<file path="src/include/l3hc_pkg.sv">
// shared constants and types for the layer 3 header classifier
package l3hc_pkg;
  // ----------------------------------------
  // header layout
  // ----------------------------------------
  localparam logic [7:0] PD_VALUE = 8'h48;
  localparam int HDR_LEN = 4;
  localparam int MT_POS = 3;
  localparam int MT_SPARE_BIT = 7;
  localparam int FIFO_DEPTH = 8;
  localparam int OCTET_W = 8;
  // ----------------------------------------
  // message type classes
  // ----------------------------------------
  localparam logic [2:0] MT_HI3_ANALOGUE = 3'h0;
  localparam logic [2:0] MT_HI3_BEARER = 3'h2;
  localparam logic [3:0] MT_HI4_CONTROL = 4'h2;
  localparam logic [3:0] MT_HI4_PROTECT = 4'h3;
  localparam logic [3:0] MT_HI4_LINK = 4'h6;
  typedef enum logic [2:0] {
    L3HC_CLS_ANALOGUE,
    L3HC_CLS_CONTROL,
    L3HC_CLS_PROTECT,
    L3HC_CLS_BEARER,
    L3HC_CLS_LINK,
    L3HC_CLS_RESERVED
  } l3hc_class_t;
endpackage

</file>
<file path="src/include/l3hc_if.sv">
// octet stream carrier between the layer 2 sender and the classifier
`timescale 1ns/100ps
interface l3hc_if;
  logic [7:0] data;
  logic valid;
  logic last;
  logic ready;
  modport sender (output data, output valid, output last, input ready);
  modport receiver (input data, input valid, input last, output ready);
endinterface

</file>
<file path="src/hw/l3hc_fifo.sv">
// small synchronous fifo with valid and ready on both sides
`timescale 1ns/100ps
module l3hc_fifo #(
  parameter int WIDTH = 9,
  parameter int DEPTH = 8
) (
  input wire logic mclk,
  input wire logic nrst,
  input wire logic [WIDTH-1:0] in_data,
  input wire logic in_valid,
  output logic in_ready,
  output logic [WIDTH-1:0] out_data,
  output logic out_valid,
  input wire logic out_ready
);
  localparam int AW = $clog2(DEPTH);
  logic [WIDTH-1:0] mem [DEPTH];
  logic [AW-1:0] wr_q, wr_d, rd_q, rd_d;
  logic [AW:0] cnt_q, cnt_d;
  logic push, pop;

  assign in_ready = (cnt_q != (AW+1)'(DEPTH));
  assign out_valid = (cnt_q != '0);
  assign out_data = mem[rd_q];
  assign push = in_valid & in_ready;
  assign pop = out_valid & out_ready;

  always_comb begin
    wr_d = wr_q;
    rd_d = rd_q;
    cnt_d = cnt_q;
    if (push) begin
      wr_d = (wr_q == AW'(DEPTH - 1)) ? '0 : wr_q + 1'b1;
    end
    if (pop) begin
      rd_d = (rd_q == AW'(DEPTH - 1)) ? '0 : rd_q + 1'b1;
    end
    if (push && !pop) begin
      cnt_d = cnt_q + 1'b1;
    end else if (pop && !push) begin
      cnt_d = cnt_q - 1'b1;
    end
  end

  always_ff @(posedge mclk) begin
    if (!nrst) begin
      wr_q <= '0;
      rd_q <= '0;
      cnt_q <= '0;
    end else begin
      wr_q <= wr_d;
      rd_q <= rd_d;
      cnt_q <= cnt_d;
    end
  end

  // storage carries no reset: contents are only read while counted valid
  always_ff @(posedge mclk) begin
    if (push) begin
      mem[wr_q] <= in_data;
    end
  end
endmodule

</file>
<file path="src/hw/l3hc_classifier.sv">
// receiving end: checks and classifies the message header, passes payload on
`timescale 1ns/100ps
// Notes on behaviour
// - message type is the single fourth octet
// - message type bit 8 must be zero
// - 000 analogue line, 010 bearer connection
// - 0010 control, 0011 protection, 0110 link
// - other message type patterns classed reserved
// - single codeset, no shift handling anywhere
// - elements follow header in fixed order
// - discriminator 0x48 then two address octets
// - bit 1 first, lower octets first
// - reserved nonzero bits raise no error, except message type bit 8
// - each element at most once per message
module l3hc_classifier (
  input wire logic mclk,
  input wire logic nrst,
  l3hc_if.receiver link,
  output logic hdr_valid,
  output logic [15:0] l3_address,
  output logic [6:0] msg_type,
  output l3hc_pkg::l3hc_class_t msg_class,
  output logic hdr_error,
  output logic [7:0] pay_data,
  output logic pay_valid,
  output logic pay_last,
  input wire logic pay_ready
);
  // ----------------------------------------
  // input buffer
  // ----------------------------------------
  logic [8:0] f_data;
  logic f_valid, f_ready, f_take;
  // eight octets of slack let the link run on while payload is held up

  l3hc_fifo #(.WIDTH(9), .DEPTH(l3hc_pkg::FIFO_DEPTH)) u_fifo (
    .mclk(mclk),
    .nrst(nrst),
    .in_data({link.last, link.data}),
    .in_valid(link.valid),
    .in_ready(f_ready),
    .out_data(f_data),
    .out_valid(f_valid),
    .out_ready(f_take)
  );
  assign link.ready = f_ready;

  // ----------------------------------------
  // header parse
  // ----------------------------------------
  typedef enum logic [2:0] {
    L3HC_H_PD,
    L3HC_H_AHI,
    L3HC_H_ALO,
    L3HC_H_TYPE,
    L3HC_H_BODY
  } l3hc_hstate_t;
  l3hc_hstate_t hs_q, hs_d;
  logic [15:0] addr_q, addr_d;
  logic bad_q, bad_d;
  logic hv_q, hv_d, err_q, err_d;
  logic [6:0] mt_q, mt_d;
  l3hc_pkg::l3hc_class_t cls_q, cls_d;
  logic [7:0] pd_q, pd_d;
  logic pv_q, pv_d, pl_q, pl_d;
  logic [7:0] oct;
  logic in_hdr, out_free;

  assign oct = f_data[7:0];
  assign in_hdr = (hs_q != L3HC_H_BODY);
  // payload register must be free before a payload octet is popped
  assign out_free = !pv_q || pay_ready;
  assign f_take = f_valid && (in_hdr || out_free);

  // ----------------------------------------
  // message type decode
  // ----------------------------------------
  // bit 8 is ignored here so a bad octet still gets a class for the error pulse
  function automatic l3hc_pkg::l3hc_class_t classify(input logic [7:0] m);
    classify = l3hc_pkg::L3HC_CLS_RESERVED;
    if (m[6:4] == l3hc_pkg::MT_HI3_ANALOGUE) begin
      classify = l3hc_pkg::L3HC_CLS_ANALOGUE;
    end else if (m[6:4] == l3hc_pkg::MT_HI3_BEARER) begin
      classify = l3hc_pkg::L3HC_CLS_BEARER;
    end else if (m[6:3] == l3hc_pkg::MT_HI4_CONTROL) begin
      classify = l3hc_pkg::L3HC_CLS_CONTROL;
    end else if (m[6:3] == l3hc_pkg::MT_HI4_PROTECT) begin
      classify = l3hc_pkg::L3HC_CLS_PROTECT;
    end else if (m[6:3] == l3hc_pkg::MT_HI4_LINK) begin
      classify = l3hc_pkg::L3HC_CLS_LINK;
    end
  endfunction

  always_comb begin
    hs_d = hs_q;
    addr_d = addr_q;
    bad_d = bad_q;
    mt_d = mt_q;
    cls_d = cls_q;
    // header flags are one-cycle pulses; the fields hold until the next header
    hv_d = 1'b0;
    err_d = 1'b0;
    if (f_take) begin
      // header octets carry no identifier: position alone says what they are
      case (hs_q)
        L3HC_H_PD: begin
          bad_d = (oct != l3hc_pkg::PD_VALUE);
          hs_d = L3HC_H_AHI;
        end
        L3HC_H_AHI: begin
          addr_d = {oct, addr_q[7:0]};
          hs_d = L3HC_H_ALO;
        end
        L3HC_H_ALO: begin
          addr_d = {addr_q[15:8], oct};
          hs_d = L3HC_H_TYPE;
        end
        L3HC_H_TYPE: begin
          // the single octet after the address is the message type
          mt_d = oct[6:0];
          cls_d = classify(oct);
          hv_d = 1'b1;
          err_d = bad_q;
          if (oct[l3hc_pkg::MT_SPARE_BIT]) begin
            err_d = 1'b1;
          end
          if (classify(oct) == l3hc_pkg::L3HC_CLS_RESERVED) begin
            err_d = 1'b1;
          end
          hs_d = L3HC_H_BODY;
        end
        L3HC_H_BODY: begin
          hs_d = L3HC_H_BODY;
        end
        default: begin
          hs_d = L3HC_H_PD;
        end
      endcase
      // a cut message restarts the header, without a header pulse
      if (f_data[8]) begin
        hs_d = L3HC_H_PD;
      end
    end
  end

  always_ff @(posedge mclk) begin
    if (!nrst) begin
      hs_q <= L3HC_H_PD;
      addr_q <= 16'h0000;
      bad_q <= 1'b0;
      mt_q <= 7'h00;
      cls_q <= l3hc_pkg::L3HC_CLS_RESERVED;
      hv_q <= 1'b0;
      err_q <= 1'b0;
    end else begin
      hs_q <= hs_d;
      addr_q <= addr_d;
      bad_q <= bad_d;
      mt_q <= mt_d;
      cls_q <= cls_d;
      hv_q <= hv_d;
      err_q <= err_d;
    end
  end

  // ----------------------------------------
  // payload output
  // ----------------------------------------
  // one stage only: a stalled reader holds the fifo, and the fifo then holds the link
  always_comb begin
    pd_d = pd_q;
    pv_d = pv_q && !pay_ready;
    pl_d = pl_q;
    if (f_take && !in_hdr) begin
      // payload passes untouched: elements are not reordered or shifted
      // reserved payload bits are not checked
      pd_d = oct;
      pv_d = 1'b1;
      pl_d = f_data[8];
    end
  end

  always_ff @(posedge mclk) begin
    if (!nrst) begin
      pd_q <= 8'h00;
      pv_q <= 1'b0;
      pl_q <= 1'b0;
    end else begin
      pd_q <= pd_d;
      pv_q <= pv_d;
      pl_q <= pl_d;
    end
  end

  // ----------------------------------------
  // outputs, all registered
  // ----------------------------------------
  assign hdr_valid = hv_q;
  assign l3_address = addr_q;
  assign msg_type = mt_q;
  assign msg_class = cls_q;
  assign hdr_error = err_q;
  assign pay_data = pd_q;
  assign pay_valid = pv_q;
  assign pay_last = pl_q;
endmodule

</file>
<file path="src/flat_wrapper.sv">
// flat-port wrapper written by rule: the top's interface ports become plain ports
module l3hc_classifier_flat 
  (mclk, nrst, hdr_valid, l3_address, msg_type, msg_class, hdr_error, pay_data, pay_valid, pay_last, pay_ready, link_data, link_valid, link_last, link_ready);
  l3hc_if link_i ();
  input wire logic mclk;
  input wire logic nrst;
  output logic hdr_valid;
  output logic [15:0] l3_address;
  output logic [6:0] msg_type;
  output l3hc_pkg::l3hc_class_t msg_class;
  output logic hdr_error;
  output logic [7:0] pay_data;
  output logic pay_valid;
  output logic pay_last;
  input wire logic pay_ready;
  input wire logic [$bits(link_i.data)-1:0] link_data;
  input wire logic [$bits(link_i.valid)-1:0] link_valid;
  input wire logic [$bits(link_i.last)-1:0] link_last;
  output wire logic [$bits(link_i.ready)-1:0] link_ready;
  assign link_i.data = link_data;
  assign link_i.valid = link_valid;
  assign link_i.last = link_last;
  assign link_ready = link_i.ready;
  l3hc_classifier u_core (.mclk(mclk), .nrst(nrst), .link(link_i), .hdr_valid(hdr_valid), .l3_address(l3_address), .msg_type(msg_type), .msg_class(msg_class), .hdr_error(hdr_error), .pay_data(pay_data), .pay_valid(pay_valid), .pay_last(pay_last), .pay_ready(pay_ready));
endmodule
</file>
<file path="config.mk">
export PLATFORM = sky130hd
export DESIGN_NAME = l3hc_classifier_flat
export DESIGN_NICKNAME = d
export VERILOG_FILES = /design/src/include/l3hc_pkg.sv /design/src/include/l3hc_if.sv /design/src/hw/l3hc_fifo.sv /design/src/hw/l3hc_classifier.sv /design/src/flat_wrapper.sv
export SDC_FILE = /design/constraint.sdc
export NUM_CORES = 1
export LEC_CHECK = 0
export BUFFER_PORTS_ARGS = -buffer_cell sky130_fd_sc_hd__buf_2
export CAP_MARGIN = 20
export CORE_UTILIZATION = 45
export CTS_BUF_LIST = sky130_fd_sc_hd__clkbuf_4 sky130_fd_sc_hd__clkbuf_8 sky130_fd_sc_hd__clkbuf_16
export DETAILED_ROUTE_END_ITERATION = 10
export PLACE_DENSITY = 0.7
export SLEW_MARGIN = 20
export SYNTH_ARGS = -nofsm -noshare
export SYNTH_HDL_FRONTEND = slang
export SYNTH_HIERARCHICAL = 1
export SYNTH_SLANG_ARGS = --single-unit
</file>
<file path="constraint.sdc">
create_clock -name mclk -period 3.3 [get_ports mclk]
set_input_delay 0.165 -clock mclk [delete_from_list [all_inputs] [get_ports mclk]]
set_output_delay 0.165 -clock mclk [all_outputs]
set_load 0.02 [all_outputs]
</file>
==> results summary, run 1 <==
The startpoint of the worst hold path is link_data[6]. The total routed wirelength came out at a little under 10000 um. The total count of max-transition violations in the final report came out at 0. The area growth from synthesis to layout is 17.52%.

The number of hold violations in the final report is 0. The number of buffers and inverters on the critical path is 1. For this configuration, the core starts out at a cell density of about 47%. The CTS tree is done.

The internal cell power came out at roughly 3.4 mW. The cell sitting at the root of the clock tree is a sky130_fd_sc_hd__clkbuf_16. The number of port buffers came out at between 50 and 60.

The number of levels the H-tree was split into came out at 4. The tool flagged a number of max-cap violations equal to 0. Walking the worst path, the cells encountered are or4_4 > o21a_1 > nand2_1 > ha_1 > inv_1 > ha_1 > a21oi_1 > a211oi_1 > a31oi_1 > mux2i_1.

The tightest min-delay check is of the in2reg type. The number of routed nets with antenna violations is 0. Counting I/O delays and the setup requirement, the final critical path takes approximately 2.7 ns. The combinational fraction of design power came out at between 20% and 30%.

The worst endpoint required time is around 3.6 ns. The flip-flop cell with the highest count after synthesis is sky130_fd_sc_hd__edfxtp_1. The maximum clock frequency is 0.3702 GHz.

The clock latency of the later-clocked register in the worst-skew pair came out at slightly above 0.4 ns. The analysis attributes to cell leakage a power of ~2.2 nW. For the final routed database, the setup TNS stands at 0 ns. The slew at the pin closest to its max-slew limit came out at approximately 0.97 ns.

The kind of launch point of the worst setup path is a flip-flop. The library cell used most frequently in the layout, excluding fill and tap cells, is sky130_fd_sc_hd__edfxtp_1. In the routed design, unresolved DRC markers number 0.

In this run the deepest clock path goes through 2 buffers. The relative slew slack came out at between 30% and 40%. STA classifies the critical path endpoint as a flip-flop. Among the stages of the critical path, the cell type that occurs most often is sky130_fd_sc_hd__ha_1.

The first-pass GRT wire length is roughly 16000 um. The share of the yosys chip area belonging to registers came out at approximately 63%. The maximum number of pins on one net before global-route repair is 37. The overall track demand over capacity in global routing came out at a little under a fifth. The number of antenna diodes in the final layout is 0. The distinct cell type count after synthesis is 48. The share of power burned in the clock network is 36.4%. After clock tree synthesis, the clock-pin slew on the worst setup and hold paths is ~0.060 ns. The depth of the worst register-to-register path is 10. The stage delay of the slowest cell on the critical path is approximately 0.65 ns. The last weighted congestion value of the routability-driven placer came out at around 0.73. The die boundary width came out at about 110 um. Counting every instance in the synthesized netlist gives 360.

The number of antenna violations at the first check in global routing is 0. The number of cells traversed by the worst hold path came out at 1. The net count reported at finish is about 440.

The number of hold-repair buffers added at the cts stage came out at 0. The number of buffers inserted during clock tree synthesis came out at 17. The number of global-route vias before repair came out at a little under 3000. In this run the critical register-to-register path is launched from u_core/u_fifo/cnt_q[1]. The run finished with clean final reports. The peak supply drop came out at about 0.00042 V. The total clock sinks came out at between 100 and 150.

The total number of vias came out at approximately 3000. The number of cells upsized or downsized after cts is 0. The vertical extent of the die came out at 109.2 um. Setup repair after global routing left no endpoint under its margin.

Counting every net in the synthesized netlist gives 381. The netlist area before placement is between 5000 and 6000 um^2. The switching power came out at 1.325 mW. The share of post-route cells with drive strength above 1 came out at between 20% and 30%.

The number of detailed-routing iterations run before antenna repair came out at 4. The worst-path cell with the longest stage delay is sky130_fd_sc_hd__or4_4. For hold timing, the worst endpoint is u_core/u_fifo/mem[7][6]. The proportion of netlist area held by the largest area contributor came out at 41.81%. After detailed routing, the number of vias per cell comes to between 5 and 6. Setup slack on the worst reg-to-reg path comes out at about 0.6 ns.

Net switching is between 20% and 30% of the power. The total setup buffers inserted after CTS is 0. The full die area is 11920 um^2. The detailed-placement wirelength estimate is about 6400 um. The violation count after the first detailed-routing iteration came out at 217.

The data arrival time at the worst-slack endpoint came out at approximately 3.0 ns. The power density over the cells came out at 776.5 nW/um^2. The area of the core came out at around 11000 um^2. The worst register-to-register path ends at u_core/u_fifo/cnt_q[3]. The register bit total from synthesis is between 100 and 150. The count of standard-cell rows is 38.

The family with the most delay on the worst path is simple AND/OR/NAND/NOR gates. The setup violation total in the final timing report came out at 0. Along the worst path, the maximum fanout reaches 15.

The wire length per cell is approximately 17 um. Leaving out fill and tap cells, the most frequent cells in the layout are sky130_fd_sc_hd__edfxtp_1, sky130_fd_sc_hd__dfxtp_1, sky130_fd_sc_hd__buf_2, sky130_fd_sc_hd__nand2_1, sky130_fd_sc_hd__mux2i_1. The portion of total power attributed to sequential cells is 40.9%.

The critical path is of the reg2reg type. The synthesis warning total came out at 6. The number of top-level pins came out at between 50 and 60. The final critical path takes up ~80% of the cycle.

The cell type with the largest total area after synthesis is sky130_fd_sc_hd__edfxtp_1. The final standard cell utilization of the core came out at between 50% and 60%. The number of flops mapped to enable cells by yosys is slightly above 70.

After synthesis, the mean cell area works out to around 14 um^2. The residual overflow from global routing came out at 0. The proportion of synthesized flip-flops having asynchronous set or reset came out at 0%.

The setup clock skew after layout came out at ~0.01 ns. In the post-synthesis netlist, the biggest area contributors are sky130_fd_sc_hd__edfxtp_1, sky130_fd_sc_hd__dfxtp_1, sky130_fd_sc_hd__mux4_1.
==> power by group through the flow <==
stage | clock [mW] | combinational [mW] | sequential, mW
floorplan | 0 | 0.882 | 1.92
global placement | 0 | 1.04 | 1.95
detailed placement | 0 | 1.07 | 1.96
CTS | 1.75 | 1.07 | 1.93
global route | 1.82 | 1.18 | 1.95
finish | 1.72 | 1.07 | 1.93
==> kinds of logic (layout without fill, tap and decap cells) <==
| family | after synthesis | count (layout) | share of synthesized area (%) |
|---|---|---|---|
| compound gates | 30 | 30 | 3.775 |
| flops | 127 | 127 | 63.10 |
| mux | 56 | 56 | 16.74 |
| xor+xnor | 3 | 3 | 0.5082 |
| fa+ha+maj | 8 | 8 | 2.081 |
| simple gates | 109 | 109 | 10.60 |
| buf+inv | 27 | 97 | 3.194 |
==> worst max path at each step <==
stage                            from                     end  slack [ns]  cells past startpoint
6_report       u_core/u_fifo/cnt_q[1]  u_core/u_fifo/cnt_q[3]        0.60                     10
5_1_grt        u_core/u_fifo/cnt_q[1]  u_core/u_fifo/cnt_q[3]        0.42                     10
4_1_cts        u_core/u_fifo/cnt_q[1]  u_core/u_fifo/cnt_q[3]        0.60                     10
3_5_place_dp   u_core/u_fifo/cnt_q[1]  u_core/u_fifo/cnt_q[3]        0.61                     10
3_3_place_gp   u_core/u_fifo/cnt_q[1]  u_core/u_fifo/cnt_q[3]        0.73                     10
2_1_floorplan  u_core/u_fifo/cnt_q[1]  u_core/u_fifo/cnt_q[3]        0.75                     11
==> Yosys cell counts (2+ instances only) <==
| master | count |
|---|---|
| sky130_fd_sc_hd__o21ai_0 | 4 |
| sky130_fd_sc_hd__edfxtp_1 | 72 |
| sky130_fd_sc_hd__nand2b_1 | 5 |
| sky130_fd_sc_hd__nor3_1 | 5 |
| sky130_fd_sc_hd__nor2b_1 | 2 |
| sky130_fd_sc_hd__mux4_1 | 18 |
| sky130_fd_sc_hd__nand2_1 | 45 |
| sky130_fd_sc_hd__clkbuf_1 | 8 |
| sky130_fd_sc_hd__a211oi_1 | 3 |
| sky130_fd_sc_hd__nor4b_1 | 2 |
| sky130_fd_sc_hd__ha_1 | 7 |
| sky130_fd_sc_hd__nand3_1 | 7 |
| sky130_fd_sc_hd__or3_1 | 3 |
| sky130_fd_sc_hd__buf_2 | 7 |
| sky130_fd_sc_hd__a21boi_0 | 6 |
| sky130_fd_sc_hd__dfxtp_1 | 55 |
| sky130_fd_sc_hd__buf_4 | 4 |
| sky130_fd_sc_hd__nor2_1 | 25 |
| sky130_fd_sc_hd__and4bb_2 | 2 |
| sky130_fd_sc_hd__xnor2_1 | 3 |
| sky130_fd_sc_hd__mux2i_1 | 28 |
| sky130_fd_sc_hd__nand3b_1 | 2 |
| sky130_fd_sc_hd__buf_12 | 2 |
| sky130_fd_sc_hd__mux2_2 | 10 |
| sky130_fd_sc_hd__and2_1 | 2 |
| sky130_fd_sc_hd__inv_1 | 3 |
| sky130_fd_sc_hd__a21oi_1 | 9 |
==> layer usage <==
metal	GRT usage [%]	part of all wire, %	wire [um]	vias to the layer above
met2	29.42	49	4851	77
met4	6.381	0.98	97	0
met3	5.738	4.5	446	10
li1	-	-	-	1456
met1	22.82	46	4511	1477
met5	0	0	0	-
==> cell type report <==
cell class / count / area [um^2]
inverter: 4 / 15.01
tap: 140 / 175.2
clock buffer: 24 / 484.2
timing repair buffer: 61 / 330.3
multi-input combinational: 206 / 1743
fill: 912 / 4954
clock inverter: 8 / 66.31
sequential: 127 / 3263
==> through the flow <==
stage	power, mW	hold WS (ns)	cell area [um^2]	std cells	setup WS (ns)
3_3_place_gp	2.991	0.4280	5527	538	0.7341
5_1_grt	4.944	0.02568	6077	570	0.4169
4_1_cts	4.758	0.007541	6077	570	0.6001
2_1_floorplan	2.803	0.2639	5171	360	0.7464
6_report	4.719	0.02151	6077	570	0.5984
3_5_place_dp	3.028	0.4371	5527	538	0.6139
==> state kept, by name, summed over array words and instances (netlist names), named ones only <==
register and count:
u_core/u_fifo/wr_q 3, u_core/l3_address 16, u_core/pay_valid 1, u_core/u_fifo/rd_q 3, u_core/u_fifo/mem 72, u_core/hdr_valid 1, u_core/bad_q 1, u_core/pay_last 1
u_core/hs_q 3, u_core/msg_class 3, u_core/pay_data 8, u_core/msg_type 7, u_core/u_fifo/cnt_q 4, u_core/hdr_error 1
Power figures use the tool's default switching activity.
==> run 2, diff against run 1 <==
--- a/config.mk
+++ b/config.mk
@@ -5,12 +5,13 @@
 export SDC_FILE = /design/constraint.sdc
 export NUM_CORES = 1
 export LEC_CHECK = 0
+export ABC_AREA = 1
 export BUFFER_PORTS_ARGS = -buffer_cell sky130_fd_sc_hd__buf_2
 export CAP_MARGIN = 20
 export CORE_UTILIZATION = 45
 export CTS_BUF_LIST = sky130_fd_sc_hd__clkbuf_4 sky130_fd_sc_hd__clkbuf_8 sky130_fd_sc_hd__clkbuf_16
 export DETAILED_ROUTE_END_ITERATION = 10
-export PLACE_DENSITY = 0.7
+export PLACE_DENSITY = 0.72
 export SLEW_MARGIN = 20
 export SYNTH_ARGS = -nofsm -noshare
 export SYNTH_HDL_FRONTEND = slang
==> constraint.sdc (replaced) <==
create_clock -name mclk -period 2.35 [get_ports mclk]
set_input_delay 0.1175 -clock mclk [delete_from_list [all_inputs] [get_ports mclk]]
set_output_delay 0.1175 -clock mclk [all_outputs]
set_load 0.02 [all_outputs]
==> run 2 against run 1 <==
Compared with the run above: utilization is 0.10 points lower; fmax grew 24%; largest power group unchanged; clock power up 61%; die area is 6.5% higher; sequential share of layout area shrank 4.0 points; cell count increased by 43%; area after synthesis increased by 6.6%; non-clock buffer count up 14; first-iteration DRC count grew 60%.
==> results summary, run 2 <==
The starting utilization of the core area came to 46.09% (-0.79 points). The max-cap violation count came out at 0 (unchanged). The total count of max-transition violations in the final report is 0 (unchanged). The residual overflow from global routing is 0 (unchanged).

The vertical extent of the die came out at 112.7 um (+3.2%). The count of non-filler cells in the finished layout came out at 816 (+43%). The antenna diode count is 0 (unchanged).

The relative slew slack is 54.15% (+19 points). The first-pass GRT wire length is 19040 um (+22%). The number of flip-flops in the largest register is 72 (unchanged).

The kind of launch point of the worst setup path is a flip-flop. The number of cells after detailed placement came out at 776 (+44%). The average vias per placed instance is 4.996 (-5.7%).

The full die area is 12700 um^2 (+6.5%). The cell family contributing the most delay on the critical path is simple AND/OR/NAND/NOR gates. The proportion of synthesized flip-flops having asynchronous set or reset is 0% (unchanged). The number of buffers inserted during clock tree synthesis is 17 (unchanged).

The setup violation total in the final timing report came out at 0 (unchanged). The leakage power total is 2.796 nW (+25%). The area growth from synthesis to final layout came out at 19.31%. The register bit total from synthesis is 127 (unchanged). TritonCTS built the clock tree. The maximum number of pins on one net before global-route repair came to 38 (+2.7%). The share of the yosys chip area belonging to registers is 59.19% (-3.9 points). The maximum clock frequency came out at 0.4600 GHz (+24%). The worst hold slack came out at 0.02432 ns (+0.002818 ns).

The last weighted congestion value of the routability-driven placer was 0.7916 (+8.4%). The cell type with the largest total area after synthesis is sky130_fd_sc_hd__edfxtp_1. The number of global-route vias before repair came out at 3903 (+31%). The clock-pin slew of the registers on the worst-case setup and hold paths is 0.06 ns (about the same). The number of top-level pins is 52 (unchanged).

The final standard cell utilization of the core is 54.99% (-0.10 points). The number of flops mapped to enable cells by yosys is 72 (unchanged). The setup clock skew after layout came to 0.004928 ns (-0.004922 ns).

The distinct cell type count after synthesis is 36 (-25%). Sorting the synthesized cells by how often they occur yields sky130_fd_sc_hd__nor2_1, sky130_fd_sc_hd__nand2_1, sky130_fd_sc_hd__edfxtp_1, sky130_fd_sc_hd__dfxtp_1, sky130_fd_sc_hd__inv_1. The proportion of netlist area held by the largest area contributor is 39.22% (-2.6 points). The slowest stage of the critical path belongs to the cell sky130_fd_sc_hd__dfxtp_2. The area of the core is 11960 um^2 (+8.4%).

Sorting the synthesized cells by area gives the leading types as sky130_fd_sc_hd__edfxtp_1, sky130_fd_sc_hd__dfxtp_1, sky130_fd_sc_hd__nor2_1. The startpoint identified for the worst register-to-register timing path is u_core/u_fifo/cnt_q[1]. The maximum fanout encountered on the critical timing path came out at 5 (-10).

The first element of the critical path is u_core/u_fifo/cnt_q[1]. The cell depth of the worst setup path came out at 13 (+3). The net count reported at finish is 677 (+55%).

The depth of the worst register-to-register path is 13 (+3). The buffering stage count on the worst path with inverters included came out at 3 (+2). The number of detailed-routing iterations run before antenna repair is 5 (+1). The number of routed nets with antenna violations came out at 0 (unchanged). The total clock sinks is 127 (unchanged). The slew at the pin closest to its max-slew limit came out at 0.6870 ns (-0.2876 ns). In this run the critical register-to-register path is captured at u_core/u_fifo/cnt_q[3].

The capturing element type of the critical path is a flip-flop. The data arrival time at the worst-slack endpoint is 2.48 ns (-0.56 ns). The total routed wirelength came out at 11690 um (+18%). The worst setup path is of the reg2reg kind. The post-route fraction of the period consumed by the critical path came out at 92.51% (+11 points). In the post-synthesis netlist, the cell with the most instances is sky130_fd_sc_hd__nor2_1. The wire length per cell came to 14.33 um (-18%).

The most used flip-flop cell after synthesis is sky130_fd_sc_hd__edfxtp_1. The share of post-route cells with drive strength above 1 came out at 18.83% (-6.7 points). The power density over the cells is 1236 nW/um^2 (+59%). The register-to-register path setup slack came out at 0.18 ns (-0.42 ns).

The detailed-placement wirelength estimate came to 7385 um (+16%). u_core/u_fifo/mem holds more flip-flops than any other register. The end point of the critical path is u_core/u_fifo/cnt_q[3].

The min-delay analysis places its worst path in the category in2reg. The post-synthesis net count came out at 607 (+59%). The number of levels the H-tree was split into is 4 (unchanged). The stage delay of the slowest cell on the critical path came out at 0.34 ns (-0.31 ns). In the layout the commonest cells are sky130_fd_sc_hd__nor2_1, sky130_fd_sc_hd__nand2_1, sky130_fd_sc_hd__edfxtp_1, sky130_fd_sc_hd__inv_1, sky130_fd_sc_hd__dfxtp_1. The total number of vias is 4077 (+35%). The run finished with clean final reports. The total design power came out at 8.127 mW (+72%). The number of hold violations in the final report is 0 (unchanged). The cell that appears most often on the critical path is sky130_fd_sc_hd__inv_1.

The root buffer cell is sky130_fd_sc_hd__clkbuf_16. The die boundary width came to 112.7 um (+3.2%). The violation count after the first detailed-routing iteration came out at 347 (+60%). The netlist area before placement was 5513 um^2 (+6.6%). Traced cell by cell, the critical path runs through nor2_2 > nand3_2 > inv_1 > nor2_2 > nand2_2 > ha_1 > inv_1 > ha_1 > or2_2 > nand3_1 > nand3_1 > nand2_1 > inv_1. The number of port buffers came out at 51 (unchanged). The average cell area after synthesis came out at 9.407 um^2 (-35%). The peak supply drop is 0.0005513 V (+31%). The overall track demand over capacity in global routing came out at 19.81% (+1.7 points).

The number of antenna violations at the first check in global routing came out at 0 (unchanged). Setup repair after global routing left no endpoint under its margin. The count of standard-cell rows came out at 40 (+5.3%). The synthesis warning total came out at 6 (unchanged). The clock latency of the later-clocked register in the worst-skew pair came out at 0.41 ns (about the same). The time the final worst path needs with I/O delays and setup is 2.174 ns (-0.5276 ns).

The worst-case clock buffer depth came to 2 (unchanged). The post-route setup TNS is 0 ns (unchanged). The number of design rule violations left after detail routing came to 0 (unchanged). The worst endpoint required time is 2.66 ns (-0.98 ns).

The post-synthesis cell count came out at 586 (+63%). The library cell used most frequently in the layout, excluding fill and tap cells, is sky130_fd_sc_hd__nor2_1.
==> run 2: worst min path at each step <==
stage                       startpoint                 endpoint  slack [ns]  depth (start not counted)
final                     link_data[2]  u_core/u_fifo/mem[6][2]        0.02                          1
after global routing      link_data[2]  u_core/u_fifo/mem[2][2]       0.004                          1
after CTS                 link_data[2]  u_core/u_fifo/mem[5][2]        0.01                          1
after detailed placement  link_data[7]  u_core/u_fifo/mem[6][7]        0.39                          1
after global placement    link_data[6]  u_core/u_fifo/mem[6][6]        0.39                          1
after floorplan           link_data[0]  u_core/u_fifo/mem[0][0]        0.22                          0
==> run 2: layer usage <==
metal	GRT usage (%)	wire length [um]
met1	24.12	5189
met2	32.88	5587
met3	5.832	659
met4	8.178	254
met5	0	0
==> run 2: layout make-up <==
cell class	instances	area, um^2
fillers	998	5384
multi-input cells	373	1775
well taps	147	183.9
clock buffers	17	425.4
inverters	62	247.7
flip-flops and latches	127	3267
clock inverters	15	210.2
repair buffers	75	467.9
==> run 2: kinds of logic after synthesis <==
| family | share of synthesized area [%] |
|---|---|
| buffers and inverters | 8.647 |
| adder cells (fa/ha/maj) | 1.952 |
| flip-flops | 59.19 |
| XOR/XNOR | 0.3178 |
| AND/OR/NAND/NOR | 21.33 |
| AO/OA/AOI/OAI | 8.557 |
==> run 2: report_power, final <==
| part | total, mW | switching [mW] | internal [mW] |
|---|---|---|---|
| registers | 2.78 | 0.153 | 2.62 |
| logic | 2.58 | 1.76 | 0.819 |
| clock network | 2.77 | 0.977 | 1.79 |
| total | 8.13 | 2.89 | 5.23 |
==> run 2: timing repair <==
action / in CTS / in global routing
resized for setup: 0 / 4
buffers inserted: 0 / 0
endpoints found under the hold margin: 64 / 0
hold buffers: 8 / 0
endpoints found under the setup margin: 0 / 1
==> run 2: metrics by stage <==
step                setup slack (ns)  instance area (um^2)
floorplan                    0.08758                  5513
global placement              0.1668                  5856
detailed placement            0.1158                  5856
CTS                          0.07489                  6571
global route                0.007504                  6578
finish                        0.1761                  6578
